$ cat src/hw/flrlw_consts.svh
`ifndef FLRLW_CONSTS_SVH
`define FLRLW_CONSTS_SVH

// ****************************************************************
// read command opcodes
// ****************************************************************
`define FLRLW_CMD_FAST_READ 8'h0b
`define FLRLW_CMD_FAST_READ_DR 8'h0d
`define FLRLW_CMD_DUAL_OUT 8'h3b
`define FLRLW_CMD_QUAD_OUT 8'h6b
`define FLRLW_CMD_DUAL_IO 8'hbb
`define FLRLW_CMD_DUAL_IO_DR 8'hbd
`define FLRLW_CMD_QUAD_IO 8'heb
`define FLRLW_CMD_QUAD_IO_DR 8'hed

// ****************************************************************
// default latencies in dummy clocks
// ****************************************************************
`define FLRLW_LAT_FAST_SERIAL 4'h8
`define FLRLW_LAT_FAST_FOUR_WIRE 4'h6
`define FLRLW_LAT_OUTPUT_READ 4'h8
`define FLRLW_LAT_DUAL_IO 4'h4
`define FLRLW_LAT_QUAD_IO 4'h6
`define FLRLW_LAT_USE_DEFAULT 4'h0

// ****************************************************************
// wrap boundary sizes in bytes, indexed by burst length field
// ****************************************************************
`define FLRLW_WRAP_8 7'h08
`define FLRLW_WRAP_16 7'h10
`define FLRLW_WRAP_32 7'h20
`define FLRLW_WRAP_64 7'h40

`define FLRLW_ADDR_W 24

`endif

$ cat src/hw/flrlw_pkg.sv
package flrlw_pkg;

	// sequencer phases of one read frame
	typedef enum logic [1:0] {
		FLRLW_IDLE,
		FLRLW_ADDR,
		FLRLW_DUMMY,
		FLRLW_DATA
	} flrlw_state_e;

	typedef logic [1:0] flrlw_burst_t;
	typedef logic [3:0] flrlw_lat_t;

endpackage

$ cat src/hw/flrlw_read_latency.sv
// What this block does
// - wrap off: linear read, burst field ignored
// - wrap on: address wraps in aligned boundary
// - burst field: 8, 16, 32, 64 bytes
// - zero uses default, else exact dummy count
// - serial fast read, id, info: 8
// - four-wire fast read: 6 dummies
// - dual/quad output reads: 8 dummies
// - dual io reads: 4 dummies
// - quad io reads: 6 dummies, both modes
// - dual io (both rates) and dual/quad output reads only in serial mode
`timescale 1ns/10ps
`include "flrlw_consts.svh"

module flrlw_read_latency #(
	parameter int ADDR_W = `FLRLW_ADDR_W,
	parameter logic [7:0] UID_READ_CMD = 8'hf1,
	parameter logic [7:0] INFO_READ_CMD = 8'hf2
) (
	input wire logic CORE_CLK,
	input wire logic RST,
	input wire logic SCLK,
	input wire logic CS_N,
	input wire logic CMD_VALID,
	input wire logic [7:0] CMD_CODE,
	input wire logic FOUR_WIRE_MODE,
	input wire logic ADDR_DONE,
	input wire logic [ADDR_W-1:0] START_ADDR,
	input wire logic BYTE_DONE,
	input wire logic WRAP_ENABLE_BIT,
	input wire logic BURST_SIZE_BIT_HIGH,
	input wire logic BURST_SIZE_BIT_LOW,
	input wire flrlw_pkg::flrlw_lat_t DUMMY_CYCLES,
	output logic DATA_ENABLE,
	output logic IN_DUMMY,
	output logic CMD_REJECT,
	output flrlw_pkg::flrlw_lat_t LATENCY,
	output logic [ADDR_W-1:0] READ_ADDR
);
	import flrlw_pkg::*;

	// ****************************************************************
	// pin synchronisers
	// ****************************************************************
	logic sclk_s1_q;
	logic sclk_s2_q;
	logic sclk_s3_q;
	logic csn_s1_q;
	logic csn_s2_q;
	logic sclk_rise;
	logic sclk_fall;

	// two flops before any use; third flop only for edge finding
	always_ff @(posedge CORE_CLK) begin
		if (RST) begin
			sclk_s1_q <= 1'b0;
			sclk_s2_q <= 1'b0;
			sclk_s3_q <= 1'b0;
			csn_s1_q <= 1'b1;
			csn_s2_q <= 1'b1;
		end else begin
			sclk_s1_q <= SCLK;
			sclk_s2_q <= sclk_s1_q;
			sclk_s3_q <= sclk_s2_q;
			csn_s1_q <= CS_N;
			csn_s2_q <= csn_s1_q;
		end
	end

	assign sclk_rise = sclk_s2_q & ~sclk_s3_q;
	assign sclk_fall = ~sclk_s2_q & sclk_s3_q;

	// ****************************************************************
	// command decode and latency choice
	// ****************************************************************
	flrlw_lat_t def_lat;
	logic cmd_known;
	logic cmd_bad_mode;

	// default latency per opcode and command mode
	always_comb begin
		def_lat = `FLRLW_LAT_FAST_SERIAL;
		cmd_known = 1'b1;
		cmd_bad_mode = 1'b0;
		if (CMD_CODE == `FLRLW_CMD_FAST_READ || CMD_CODE == `FLRLW_CMD_FAST_READ_DR) begin
			def_lat = FOUR_WIRE_MODE ? `FLRLW_LAT_FAST_FOUR_WIRE : `FLRLW_LAT_FAST_SERIAL;
		end else if (CMD_CODE == UID_READ_CMD || CMD_CODE == INFO_READ_CMD) begin
			def_lat = FOUR_WIRE_MODE ? `FLRLW_LAT_FAST_FOUR_WIRE : `FLRLW_LAT_FAST_SERIAL;
		end else if (CMD_CODE == `FLRLW_CMD_DUAL_OUT || CMD_CODE == `FLRLW_CMD_QUAD_OUT) begin
			def_lat = `FLRLW_LAT_OUTPUT_READ;
			cmd_bad_mode = FOUR_WIRE_MODE;
		end else if (CMD_CODE == `FLRLW_CMD_DUAL_IO) begin
			def_lat = `FLRLW_LAT_DUAL_IO;
			cmd_bad_mode = FOUR_WIRE_MODE;
		end else if (CMD_CODE == `FLRLW_CMD_DUAL_IO_DR) begin
			def_lat = `FLRLW_LAT_DUAL_IO;
			cmd_bad_mode = FOUR_WIRE_MODE;
		end else if (CMD_CODE == `FLRLW_CMD_QUAD_IO || CMD_CODE == `FLRLW_CMD_QUAD_IO_DR) begin
			def_lat = `FLRLW_LAT_QUAD_IO;
		end else begin
			cmd_known = 1'b0;
		end
	end

	// ****************************************************************
	// read sequencer
	// ****************************************************************
	flrlw_state_e state_q;
	flrlw_state_e state_d;
	flrlw_lat_t lat_q;
	flrlw_lat_t cnt_q;
	logic last_dummy_q;
	logic accept;

	assign accept = CMD_VALID & cmd_known & ~cmd_bad_mode;

	// next phase; chip select high ends any frame at once
	always_comb begin
		state_d = state_q;
		unique case (state_q)
			FLRLW_IDLE: begin
				if (accept && !csn_s2_q) begin
					state_d = FLRLW_ADDR;
				end
			end
			FLRLW_ADDR: begin
				if (ADDR_DONE) begin
					state_d = FLRLW_DUMMY;
				end
			end
			FLRLW_DUMMY: begin
				// data on edge after last dummy
				if (last_dummy_q && sclk_fall) begin
					state_d = FLRLW_DATA;
				end
			end
			FLRLW_DATA: begin
				state_d = FLRLW_DATA;
			end
		endcase
		if (csn_s2_q) begin
			state_d = FLRLW_IDLE;
		end
	end

	always_ff @(posedge CORE_CLK) begin
		if (RST) begin
			state_q <= FLRLW_IDLE;
		end else begin
			state_q <= state_d;
		end
	end

	// latency is frozen at command time so a parameter change mid-frame is harmless
	always_ff @(posedge CORE_CLK) begin
		if (RST) begin
			lat_q <= `FLRLW_LAT_FAST_SERIAL;
		end else if (state_q == FLRLW_IDLE && accept) begin
			lat_q <= (DUMMY_CYCLES == `FLRLW_LAT_USE_DEFAULT) ? def_lat : DUMMY_CYCLES;
		end
	end

	// dummy clocks counted on rising serial clock edges after address phase
	always_ff @(posedge CORE_CLK) begin
		if (RST) begin
			cnt_q <= 4'h0;
			last_dummy_q <= 1'b0;
		end else if (state_q != FLRLW_DUMMY) begin
			cnt_q <= 4'h0;
			last_dummy_q <= 1'b0;
		end else if (sclk_rise && !last_dummy_q) begin
			cnt_q <= cnt_q + 4'h1;
			last_dummy_q <= (cnt_q + 4'h1) == lat_q;
		end
	end

	// ****************************************************************
	// address walk
	// ****************************************************************
	logic [ADDR_W-1:0] addr_q;
	logic [ADDR_W-1:0] addr_next;

	flrlw_wrap_addr #(
		.ADDR_W(ADDR_W)
	) u_wrap (
		.cur_addr(addr_q),
		.wrap_en(WRAP_ENABLE_BIT),
		.burst_len({BURST_SIZE_BIT_HIGH, BURST_SIZE_BIT_LOW}),
		.next_addr(addr_next)
	);

	// address loads at end of address phase, steps per delivered byte
	always_ff @(posedge CORE_CLK) begin
		if (RST) begin
			addr_q <= '0;
		end else if (state_q == FLRLW_ADDR && ADDR_DONE) begin
			addr_q <= START_ADDR;
		end else if (state_q == FLRLW_DATA && BYTE_DONE) begin
			addr_q <= addr_next;
		end
	end

	// ****************************************************************
	// registered outputs
	// ****************************************************************
	always_ff @(posedge CORE_CLK) begin
		if (RST) begin
			DATA_ENABLE <= 1'b0;
			IN_DUMMY <= 1'b0;
			CMD_REJECT <= 1'b0;
			LATENCY <= `FLRLW_LAT_FAST_SERIAL;
			READ_ADDR <= '0;
		end else begin
			DATA_ENABLE <= (state_d == FLRLW_DATA);
			IN_DUMMY <= (state_d == FLRLW_DUMMY);
			CMD_REJECT <= CMD_VALID & (~cmd_known | cmd_bad_mode);
			LATENCY <= lat_q;
			READ_ADDR <= addr_q;
		end
	end

endmodule // flrlw_read_latency

$ cat src/hw/flrlw_wrap_addr.sv
`timescale 1ns/10ps
`include "flrlw_consts.svh"

// next byte address of a continuous read, linear or wrapped
module flrlw_wrap_addr #(
	parameter int ADDR_W = `FLRLW_ADDR_W
) (
	input wire logic [ADDR_W-1:0] cur_addr,
	input wire logic wrap_en,
	input wire flrlw_pkg::flrlw_burst_t burst_len,
	output logic [ADDR_W-1:0] next_addr
);
	import flrlw_pkg::*;

	logic [6:0] span;
	logic [ADDR_W-1:0] mask;
	logic [ADDR_W-1:0] inc;

	// boundary size and low-bit mask
	always_comb begin
		unique case (burst_len)
			2'b00: span = `FLRLW_WRAP_8;
			2'b01: span = `FLRLW_WRAP_16;
			2'b10: span = `FLRLW_WRAP_32;
			2'b11: span = `FLRLW_WRAP_64;
		endcase
		mask = ADDR_W'(span) - ADDR_W'(1);
		inc = cur_addr + ADDR_W'(1);
	end

	// wrapping keeps the upper bits, only the low offset rolls
	always_comb begin
		if (wrap_en) begin
			next_addr = (cur_addr & ~mask) | (inc & mask);
		end else begin
			next_addr = inc;
		end
	end

endmodule // flrlw_wrap_addr

$ cat config.mk
export PLATFORM = sky130hd
export DESIGN_NAME = flrlw_read_latency
export DESIGN_NICKNAME = d
export VERILOG_FILES = /design/src/hw/flrlw_pkg.sv /design/src/hw/flrlw_read_latency.sv /design/src/hw/flrlw_wrap_addr.sv
export VERILOG_INCLUDE_DIRS = /design/src /design/src/hw
export SDC_FILE = /design/constraint.sdc
export NUM_CORES = 1
export LEC_CHECK = 0
export ABC_AREA = 1
export BUFFER_PORTS_ARGS = -buffer_cell sky130_fd_sc_hd__buf_2
export CORE_UTILIZATION = 54
export DETAILED_ROUTE_END_ITERATION = 10
export PLACE_DENSITY_LB_ADDON = 0.3
export SKIP_CTS_REPAIR_TIMING = 1
export SYNTH_ARGS = -nofsm -noshare
export SYNTH_HDL_FRONTEND = slang
export SYNTH_SLANG_ARGS = --single-unit
$ cat constraint.sdc
create_clock -name CORE_CLK -period 1.7 [get_ports CORE_CLK]
set_input_delay 0.34 -clock CORE_CLK [delete_from_list [all_inputs] [get_ports CORE_CLK]]
set_output_delay 0.34 -clock CORE_CLK [all_outputs]
set_load 0.03 [all_outputs]
Yosys cells after proc, flatten, opt, wreduce, memory -nomap -nowiden:

Cells that the tools add are included.

* multiplexer cells: 28
* reductions and logical operators: 17
* bitwise operators: 14
* add/subtract/negate cells: 3
* multiply operators: 0
* magnitude comparators: 0
* div/mod/pow operators: 0
* shift operators: 0
* eq/ne operators: 20

Operators by type and width (count)
* two-way mux 24 bit: 3
* AND 24 bit: 2
* equality test 8 bit (second input constant): 6
* two-way mux 4 bit: 8
* case mux 7 bit (4 select lines): 1
* adder 24 x 1 -> 24 bit (second input constant): 1
* NOT 24 bit: 1
* OR 24 bit: 1
* equality test 8 x 4 -> 1 bit (second input constant): 2
* equality test 2 bit (second input constant): 6
* two-way mux 1 bit: 11
* equality test 8 x 6 -> 1 bit (second input constant): 1
* equality test 8 x 7 -> 1 bit (second input constant): 1
* two-way mux 2 bit: 4
* case mux 2 bit (4 select lines): 1
* subtractor 7 x 1 -> 8 bit (second input constant): 1
* logical AND 1 bit: 6
* AND 1 bit: 5
* adder 4 x 1 -> 4 bit (second input constant): 1
* equality test 2 x 1 -> 1 bit (second input constant): 2
* equality test 4 bit: 1
* logical NOT 2 bit: 2
* logical NOT 4 bit: 1
* logical OR 1 bit: 4
* 6 further kinds: 10

* ROM bits: 0
* output and inout bits: 31
* memories kept: 0
* word-level logic and storage cells: 97
* latch bits: 0
* RAM bits: 0
* register bits: 71

Depth between registers and ports, before layout:

Gate-level depths: netlist of run 1.

* depth after elaboration: 15
* mapped depth: 12
* depth with buffers taken out: 12

Modules after synthesis:

A second synthesis of run 1 with hierarchy kept.

* cells, all modules: 499
* area, all modules: 3608.5 µm²

By module, submodules not included
* flrlw_read_latency: area each 2865.2 µm², sequential area each 1421.4 µm², instances 1, cells each 367
* flrlw_wrap_addr: area each 743.2 µm², sequential area each 0.0 µm², instances 1, cells each 132

Least setup slack after synthesis of run 1:

Ideal clock, no wire load.

* path type: flip-flop to flip-flop
* from: register addr_q[0]
* to: register with a tool-made name
* cell stages (with the launch flop): 10
* setup slack: 257 ps
* path buffers: 0
* data arrival time: 1373 ps
* setup time: 70 ps
* cells stage by stage: dfxtp_1 ha_1 nand3_1 inv_2 nand2_2 nor2_4 nand2_1 o21ai_1 nand3_1 a21oi_1

RTL lines
* start: declaration: RTL line flrlw_read_latency.sv:180 `logic [ADDR_W-1:0] addr_q;`
* start signal: assignment: RTL line flrlw_read_latency.sv:199 `addr_q <= addr_next;`

==> results.yml, run 1 <==
critical_path:
  crit_fanout: 5
  crit_family: "simple AND/OR/NAND/NOR gates"
  r2r_slack_ns: 0.11
  crit_buf_inv: 1
  cp_common_cell: "nand2_1"
  arrival_ns: 1.83
  slowest_stage: "dfxtp_2"
  endpoint_kind: "register"
  path_cells: "buf_6, nand3_2, nor2_4, nand2_4, nor3_4, nand2_1, nand2_1, nand2_1, nand2_1, a21oi_2"
  path_class: "register to register"
  r2r_cells: 10
  cp.required_ns: 1.94
  slowest_delay_ns: 0.36
  r2r_start: "addr_q[0]"
  crit_path_start_kind: "register"
  crit_start: "addr_q[0]"
logic_synthesis:
  synth.yosys.warnings: 0
  async_flop_share: 0
  dominantRegCellSynth: "dfxtp_1"
  ys_types: 35
  synth-seq-cells: 71
  yosys.area.top_type_share: 0.4226
  synthCells: 483
  yosysTopAreaCell: "dfxtp_1"
  avgSynthCellArea_um2: 6.963
  yosysSeqAreaShare: 0.4226
  syn-num-nets: 532
  synth-edff-count: 0
  syn_area_um2: 3363
  synthTopCellsByArea: "dfxtp_1, nand2_1, nor2_1, a21oi_1, inv_1"
clocking:
  cts_tree: "yes"
  insertion_delay_ns: 0.35
  cts-root-buf: "clkbuf_8"
  cts_made_buffers: 9
  htree_levels: 3
  clock_path_buffers: 2
  clkTransAtPathRegs_ns: 0.07
  clock_sinks: 71
layout:
  layout-drive-gt1-share: 0.2322
  most-common-layout-cells: "nand2_1, buf_2, nor2_1"
  area_growth_pct: 23.14
  nFillCells: 503
  n_antenna_cell: 0
  final_common_cell: "nand2_1"
  fin_cells: 652
  post-route-cell-area_um2: 4141
  finalNetCount: 621
pwr:
  power_density_nw_per_um2: 813.2
  p_sw_uw: 719.9
  power_frac_clock: 0.451
  internal_power_mw: 2.648
  p_sw_frac: 0.2138
  seq_power_share: 0.498
  p_leak_nw: 2.019
  peakVddDrop_mv: 0.8413
  p_comb_frac: 0.051
detailed_routing:
  wl_met2_mm: 4.038
  vias_per_cell: 5.252
  drtPass1Iterations: 5
  vias: 3424
  postRouteAntennaNets: 0
  wirelength_mm: 8.454
  top_layer_used: "met4"
  drc: 0
  wl_per_cell_um: 12.97
  dr_wl_met3_um: 652
  first_iter_violations: 305
  drt-met1-wl_mm: 3.647
global_route:
  antenna_found_initial: 0
  grtUsageTotal: 0.2758
  grt_first_pass_wirelength_mm: 13.85
  gr-total-overflow: 0
  first_global_vias: 3105
  grt_max_degree: 39
place:
  post_dp_cell_area_um2: 3875
  gp_congestion: 0.8613
  portBuffers: 77
  dpl.cell_count: 632
  dp_hpwl_mm: 5.963
sta:
  setup_viol: 0
  timing.hold.ws_ns: 0.1794
  fin_crit_sh: 0.9360
  worst_slew_pin_slew_ns: 0.3962
  fin_skew_ns: 0.006719
  rsz0062_at_grt: "false"
  setup_tns_ns: 0
  fmaxAchievable_mhz: 628.4
  drv_slew: 0
  hold_viol: 0
  min_period_ns: 1.591
  max_slew_margin: 0.7359
floorplan:
  die_y_um: 80.92
  io_pins: 78
  initial_core_util: 0.5647
  die_w_um: 80.92
  rows: 28
  core_um2: 5956
  design.die.area_um2: 6548
hold_path:
  hp-start: "CS_N"
  whs_path_depth: 2
  holdPathEnd: "csn_s1_q"
  hold_class: "primary input to register"
flow_run:
  drv_cap: 0
status:
  outcome: "complete, no violations"
## synth_stat cells (2+ instances only)
cell type,n
inv_1,61
buf_2,3
o211ai_1,2
buf_4,3
ha_1,2
nor3_1,8
nor2_1,74
nor3_2,2
nor2_4,3
nand3_2,3
clkbuf_1,6
dfxtp_1,71
nand4_1,7
o21ai_0,25
nand3_1,21
a21oi_1,47
or2_2,4
nor2_2,2
nand2_2,2
nand3b_1,2
a211oi_1,3
xor2_1,10
xnor2_1,3
nand2_1,103
inv_2,6
## worst max path at each step
stage | end | cells after the start | slack [ns]
after CTS | register | 9 | 0.08
after global routing | register | 9 | 0.007
after floorplan | register | 9 | 0.26
after detailed placement | register | 9 | 0.09
final | register | 10 | 0.11
after global placement | register | 9 | 0.21
## routing by layer
layer | up-vias | global-route usage
li1 | 1708 | -
met1 | 1557 | 0.3540
met2 | 148 | 0.4420
met3 | 11 | 0.07303
met4 | 0 | 0.1036
met5 | - | 0
## worst register-to-register path, cell delays in order (launching register included)
cell and delay [ns]:
dfxtp_2 0.36, buf_6 0.12, nand3_2 0.09, nor2_4 0.16, nand2_4 0.09, nor3_4 0.30, nand2_1 0.08, nand2_1 0.07
nand2_1 0.05, nand2_1 0.08, a21oi_2 0.06
## layout make-up
type	count	area (um2)	share of cell area
multi-input cells	333	1634	0.3946
flip-flops and latches	71	1426	0.3444
repair buffers	90	511.7	0.1236
inverters	67	251.5	0.06073
clock buffers	13	158.9	0.03837
well taps	75	93.84	0.02266
clock inverters	3	65.06	0.01571
## per-stage QoR
| stage | worst slack [ns] | power [mW] | util |
|---|---|---|---|
| after floorplan | 0.2568 | 1.788 | - |
| after global routing | 0.006699 | 3.478 | 0.6954 |
| final | 0.1087 | 3.368 | 0.6954 |
| after detailed placement | 0.08582 | 1.883 | 0.6506 |
| after CTS | 0.07854 | 3.372 | 0.6882 |
| after global placement | 0.2068 | 1.877 | 0.6506 |
## logic make-up (layout without fill, tap and decap cells)
family | Yosys count | in the layout | synth area share
adder cells (fa/ha/maj) | 2 | 2 | 0.007439
flip-flops | 71 | 71 | 0.4226
AND/OR/NAND/NOR | 235 | 235 | 0.3103
buffers and inverters | 79 | 173 | 0.09263
AO/OA/AOI/OAI | 83 | 83 | 0.1332
XOR/XNOR | 13 | 13 | 0.03385
## power groups by stage
stage	sequential [mW]	combinational, mW	clock, mW
2_1_floorplan	1.72	0.0697	0
3_3_place_gp	1.71	0.163	0
3_5_place_dp	1.71	0.168	0
4_1_cts	1.68	0.171	1.53
5_1_grt	1.68	0.190	1.61
6_report	1.68	0.172	1.52
No activity file was read; power rests on OpenSTA's default activity.
==> inputs of run 2 (changes only) <==
- CTS_BUF_LIST: unset -> sky130_fd_sc_hd__clkbuf_16
==> run 2 against run 1 <==
Against the previous run:
- power up 12%
- routed wire length increased by 2.7%
- cell count stayed put
- highest routed layer unchanged
- cell area increased by 2.1%
- worst hold slack improved by 0.022 ns
- die area unchanged
- flip-flop and latch count unchanged
==> results.yml, run 2 (same netlist as run 1, synthesis figures left out) <==
detailed_routing:
  drtPass1Iterations: 5
  wirelength_mm: 8.681
  first_iter_violations: 301
  vias_per_cell: 5.271
  postRouteAntennaNets: 0
  vias: 3437
  wl_per_cell_um: 13.31
  drc: 0
sta:
  fin_crit_sh: 0.9412
  fmaxAchievable_mhz: 625.0
  max_slew_margin: 0.7264
  drv_slew: 0
  setup_viol: 0
  rsz0062_at_grt: "false"
  setup_tns_ns: 0
  worst_slew_pin_slew_ns: 0.4103
  fin_skew_ns: 0.005408
  hold_viol: 0
  min_period_ns: 1.600
  fin_ws_ns: 0.09991
global_route:
  grt_max_degree: 39
  grt_first_pass_wirelength_mm: 14.04
  first_global_vias: 3139
  antenna_found_initial: 0
  grtUsageTotal: 0.2816
  gr-total-overflow: 0
critical_path:
  r2r_slack_ns: 0.1
  r2r_cells: 9
  slowest_delay_ns: 0.36
  slowest_stage: "dfxtp_2"
  path_cells: "buf_6, nand3_2, nor2_4, nand2_4, nor3_4, nand3_1, nand2_1, nand2_1, a21oi_2"
  arrival_ns: 1.87
  path_class: "register to register"
  endpoint_kind: "register"
  crit_path_start_kind: "register"
  r2r_start: "addr_q[0]"
  cp_common_cell: "nand2_1"
  crit_buf_inv: 1
  crit_family: "simple AND/OR/NAND/NOR gates"
  crit_fanout: 5
  cp.required_ns: 1.97
clocking:
  cts-root-buf: "clkbuf_16"
  clock_path_buffers: 2
  clkTransAtPathRegs_ns: 0.05
  insertion_delay_ns: 0.33
  clock_sinks: 71
  cts_made_buffers: 9
  htree_levels: 3
  cts_tree: "yes"
pwr:
  power_density_nw_per_um2: 894.1
  peakVddDrop_mv: 0.6507
  p_leak_nw: 2.062
place:
  gp_congestion: 0.8613
  dp_slack_ns: 0.08582
  portBuffers: 77
  dpl.cell_count: 632
  post_dp_cell_area_um2: 3875
  dp_hpwl_mm: 5.963
layout:
  fin_cells: 652
  post-route-cell-area_um2: 4227
  most-common-layout-cells: "nand2_1, buf_2, nor2_1"
  n_antenna_cell: 0
  finalNetCount: 621
  nFillCells: 484
  fin_util: 0.7097
  area_growth_pct: 25.67
  layout-drive-gt1-share: 0.2270
  final_common_cell: "nand2_1"
floorplan:
  rows: 28
  design.die.area_um2: 6548
  die_w_um: 80.92
  die_y_um: 80.92
  initial_core_util: 0.5647
  io_pins: 78
  core_um2: 5956
status:
  outcome: "complete, no violations"
hold_path:
  hold_class: "primary input to register"
  hp-start: "CS_N"
  whs_path_depth: 2
  holdPathEnd: "csn_s1_q"
flow_run:
  drv_cap: 0
-- run 2: layout make-up --
cell class | instances | area [um2] | area share
clock inverters | 7 | 80.08 | 0.01895
repair buffers | 90 | 511.7 | 0.1211
well taps | 75 | 93.84 | 0.02220
inverters | 67 | 251.5 | 0.05950
multi-input cells | 333 | 1639 | 0.3878
clock buffers | 9 | 225.2 | 0.05329
flip-flops and latches | 71 | 1425 | 0.3372
-- run 2: worst max-delay path by stage --
| stage | end | depth (start not counted) | start | slack [ns] |
|---|---|---|---|---|
| 2_1_floorplan | register | 9 | addr_q[0] | 0.26 |
| 3_3_place_gp | register | 9 | addr_q[1] | 0.21 |
| 3_5_place_dp | register | 9 | addr_q[1] | 0.09 |
| 4_1_cts | register | 9 | addr_q[1] | 0.08 |
| 5_1_grt | register | 8 | addr_q[2] | 0.004 |
| 6_report | register | 9 | addr_q[0] | 0.1 |
-- run 2: per-layer routing --
layer  up-vias  share of wire  global-route usage
met4         0          0.025              0.1536
met2       145           0.48              0.4639
met1      1561           0.43              0.3477
met5         -              0                   0
li1       1712              -                   -
met3        19          0.065             0.04944
-- run 2: metrics by stage --
stage / power (mW) / hold WS (ns)
after floorplan: 1.788 / 0.3883
after detailed placement: 1.883 / 0.4005
after global routing: 3.875 / 0.2038
after CTS: 3.787 / 0.1990
final: 3.779 / 0.2017
after global placement: 1.877 / 0.3964
-- run 2: report_power, final --
group | switching [mW] | leakage, nW | internal (mW)
sequential | 0.00416 | 0.575 | 1.67
clock | 0.668 | 0.157 | 1.26
combinational | 0.102 | 1.33 | 0.0707
total | 0.774 | 2.06 | 3.00
==> inputs of run 3 (changes only) <==
--- a/config.mk
+++ b/config.mk
@@ -12,2 +12,3 @@
 export CTS_BUF_LIST = sky130_fd_sc_hd__clkbuf_16
+export CTS_CLUSTER_SIZE = 30
 export DETAILED_ROUTE_END_ITERATION = 10
==> constraint.sdc (replaced) <==
create_clock -name CORE_CLK -period 1.7 [get_ports CORE_CLK]
set_input_delay 0.085 -clock CORE_CLK [delete_from_list [all_inputs] [get_ports CORE_CLK]]
set_output_delay 0.085 -clock CORE_CLK [all_outputs]
set_load 0.03 [all_outputs]
==> run 3 against run 2 <==
Against the previous run:
- the flow now finishes with violations (negative hold slack)
- non-clock buffer count unchanged
- sequential power hardly changed
- global-route usage is 0.82 points lower
- largest cell class unchanged
- utilization down 0.27 points
- clock power increased by 5%
- cell area shrank 0.38%
- sequential share of layout area grew 0.13 points
- largest power group unchanged
- register-to-register slack lost 0.03 ns
==> results.yml, run 3 (same netlist as run 1, synthesis figures left out) <==
floorplan:
  initial_core_util: 0.5647
  core_um2: 5956
  die_w_um: 80.92
  io_pins: 78
  rows: 28
  die_y_um: 80.92
  design.die.area_um2: 6548
critical_path:
  slowest_stage: "dfxtp_2"
  crit_family: "simple AND/OR/NAND/NOR gates"
  crit_path_start_kind: "register"
  r2r_cells: 9
  slowest_delay_ns: 0.36
  endpoint_kind: "register"
  cp_common_cell: "nand3_1"
  crit_start: "addr_q[1]"
  r2r_start: "addr_q[1]"
  crit_fanout: 6
  path_class: "register to register"
  arrival_ns: 1.89
  crit_buf_inv: 1
  cp.required_ns: 1.96
  r2r_slack_ns: 0.07
  path_cells: "ha_1, nand3_1, inv_2, nand2_2, nor2_4, nand2_1, o21ai_1, nand3_1, a21oi_1"
hold_path:
  hold_class: "primary input to register"
  whs_path_depth: 3
  hp-start: "DUMMY_CYCLES[0]"
  holdPathEnd: "lat_q[0]"
layout:
  most-common-layout-cells: "nand2_1, buf_2, nor2_1"
  multi_input_area_um2: 1630
  seqCellArea_um2: 1425
  finalNetCount: 621
  n_antenna_cell: 0
  final_common_cell: "nand2_1"
  area_growth_pct: 25.19
  fin_util: 0.7069
  layout-drive-gt1-share: 0.2270
  nFillCells: 482
clocking:
  htree_levels: 3
  clock_path_buffers: 2
  cts_tree: "yes"
  clock_sinks: 71
  clkTransAtPathRegs_ns: 0.06
  insertion_delay_ns: 0.34
  cts-root-buf: "clkbuf_16"
  cts_made_buffers: 9
pwr:
  seq_power_share: 0.433
  peakVddDrop_mv: 0.6251
  p_sw_uw: 847.3
  power_frac_clock: 0.524
  p_leak_nw: 2.046
  p_sw_frac: 0.2185
  p_comb_frac: 0.044
  power_density_nw_per_um2: 921.0
  internal_power_mw: 3.030
sta:
  fin_skew_ns: 0.008042
  hold_viol: 1
  min_period_ns: 1.631
  setup_viol: 0
  max_slew_margin: 0.7292
  fin_crit_sh: 0.9595
  timing.hold.ws_ns: -0.003173
  setup_tns_ns: 0
  worst_slew_pin_slew_ns: 0.4058
  drv_slew: 0
  fmaxAchievable_mhz: 613.0
detailed_routing:
  wl_per_cell_um: 12.76
  drtPass1Iterations: 5
  postRouteAntennaNets: 0
  vias: 3376
  wirelength_mm: 8.321
  first_iter_violations: 261
  vias_per_cell: 5.178
  drc: 0
place:
  portBuffers: 77
  dp_hpwl_mm: 5.860
  gp_congestion: 0.9100
global_route:
  gr-total-overflow: 0
  grt_first_pass_wirelength_mm: 13.67
  grtUsageTotal: 0.2733
  first_global_vias: 3076
  grt_max_degree: 32
  antenna_found_initial: 0
status:
  violations: "negative hold slack"
  outcome: "finished with violations"
flow_run:
  drv_cap: 0
## run 3: cell count changes in the layout (fill, tap and decap cells not counted), moves of 2 or more
cell	change
dlygate4sd3_1	+2
inv_1	-2
clkinvlp_4	+2
buf_12	-2
## run 3: worst max-delay path by stage
stage	endpoint	slack [ns]	cells after the start
floorplan	register	0.26	9
global route	register	-0.03	9
global placement	register	0.20	9
detailed placement	register	0.1	9
CTS	register	0.07	9
finish	register	0.07	9
## run 3: through the flow
step	setup WS, ns	cell area, um2	hold slack, ns	power (mW)	cells
after floorplan	0.2568	3363	0.1677	1.788	483
after global placement	0.1973	3857	0.2710	1.874	633
after detailed placement	0.09662	3857	0.2734	1.877	633
after CTS	0.07483	4179	-0.07027	3.884	649
after global routing	-0.02728	4210	0.01673	3.996	652
final	0.06881	4210	-0.003173	3.878	652
## run 3: power groups by stage
stage                     Sequential, mW  Combinational, mW  Clock (mW)
final                               1.68              0.169        2.03
after global routing                1.68              0.187        2.13
after CTS                           1.68              0.164        2.04
after detailed placement            1.71              0.163           0
after global placement              1.71              0.160           0
after floorplan                     1.72             0.0697           0
## run 3: routing by layer
layer  GRT usage  vias up  wire (um)  share of wire
met4      0.1518        0        198          0.024
met1      0.3514     1484       3644           0.44
li1            -     1705          -              -
met2      0.4227      159       3752           0.45
met5           0        -          0              0
met3     0.06067       28        726          0.087
## run 3: cell type report
type                    instances  area share
inverters                      67     0.05973
repair buffers                 90      0.1159
clock buffers                   9     0.05349
multi-input cells             333      0.3872
flip-flops and latches         71      0.3385
clock inverters                 7     0.02288
well taps                      75     0.02229
## run 3: tightest hold or removal path: stages
cell	delay [ns]
buf_2	0.09
nor2_1	0.04
nor2_1	0.08
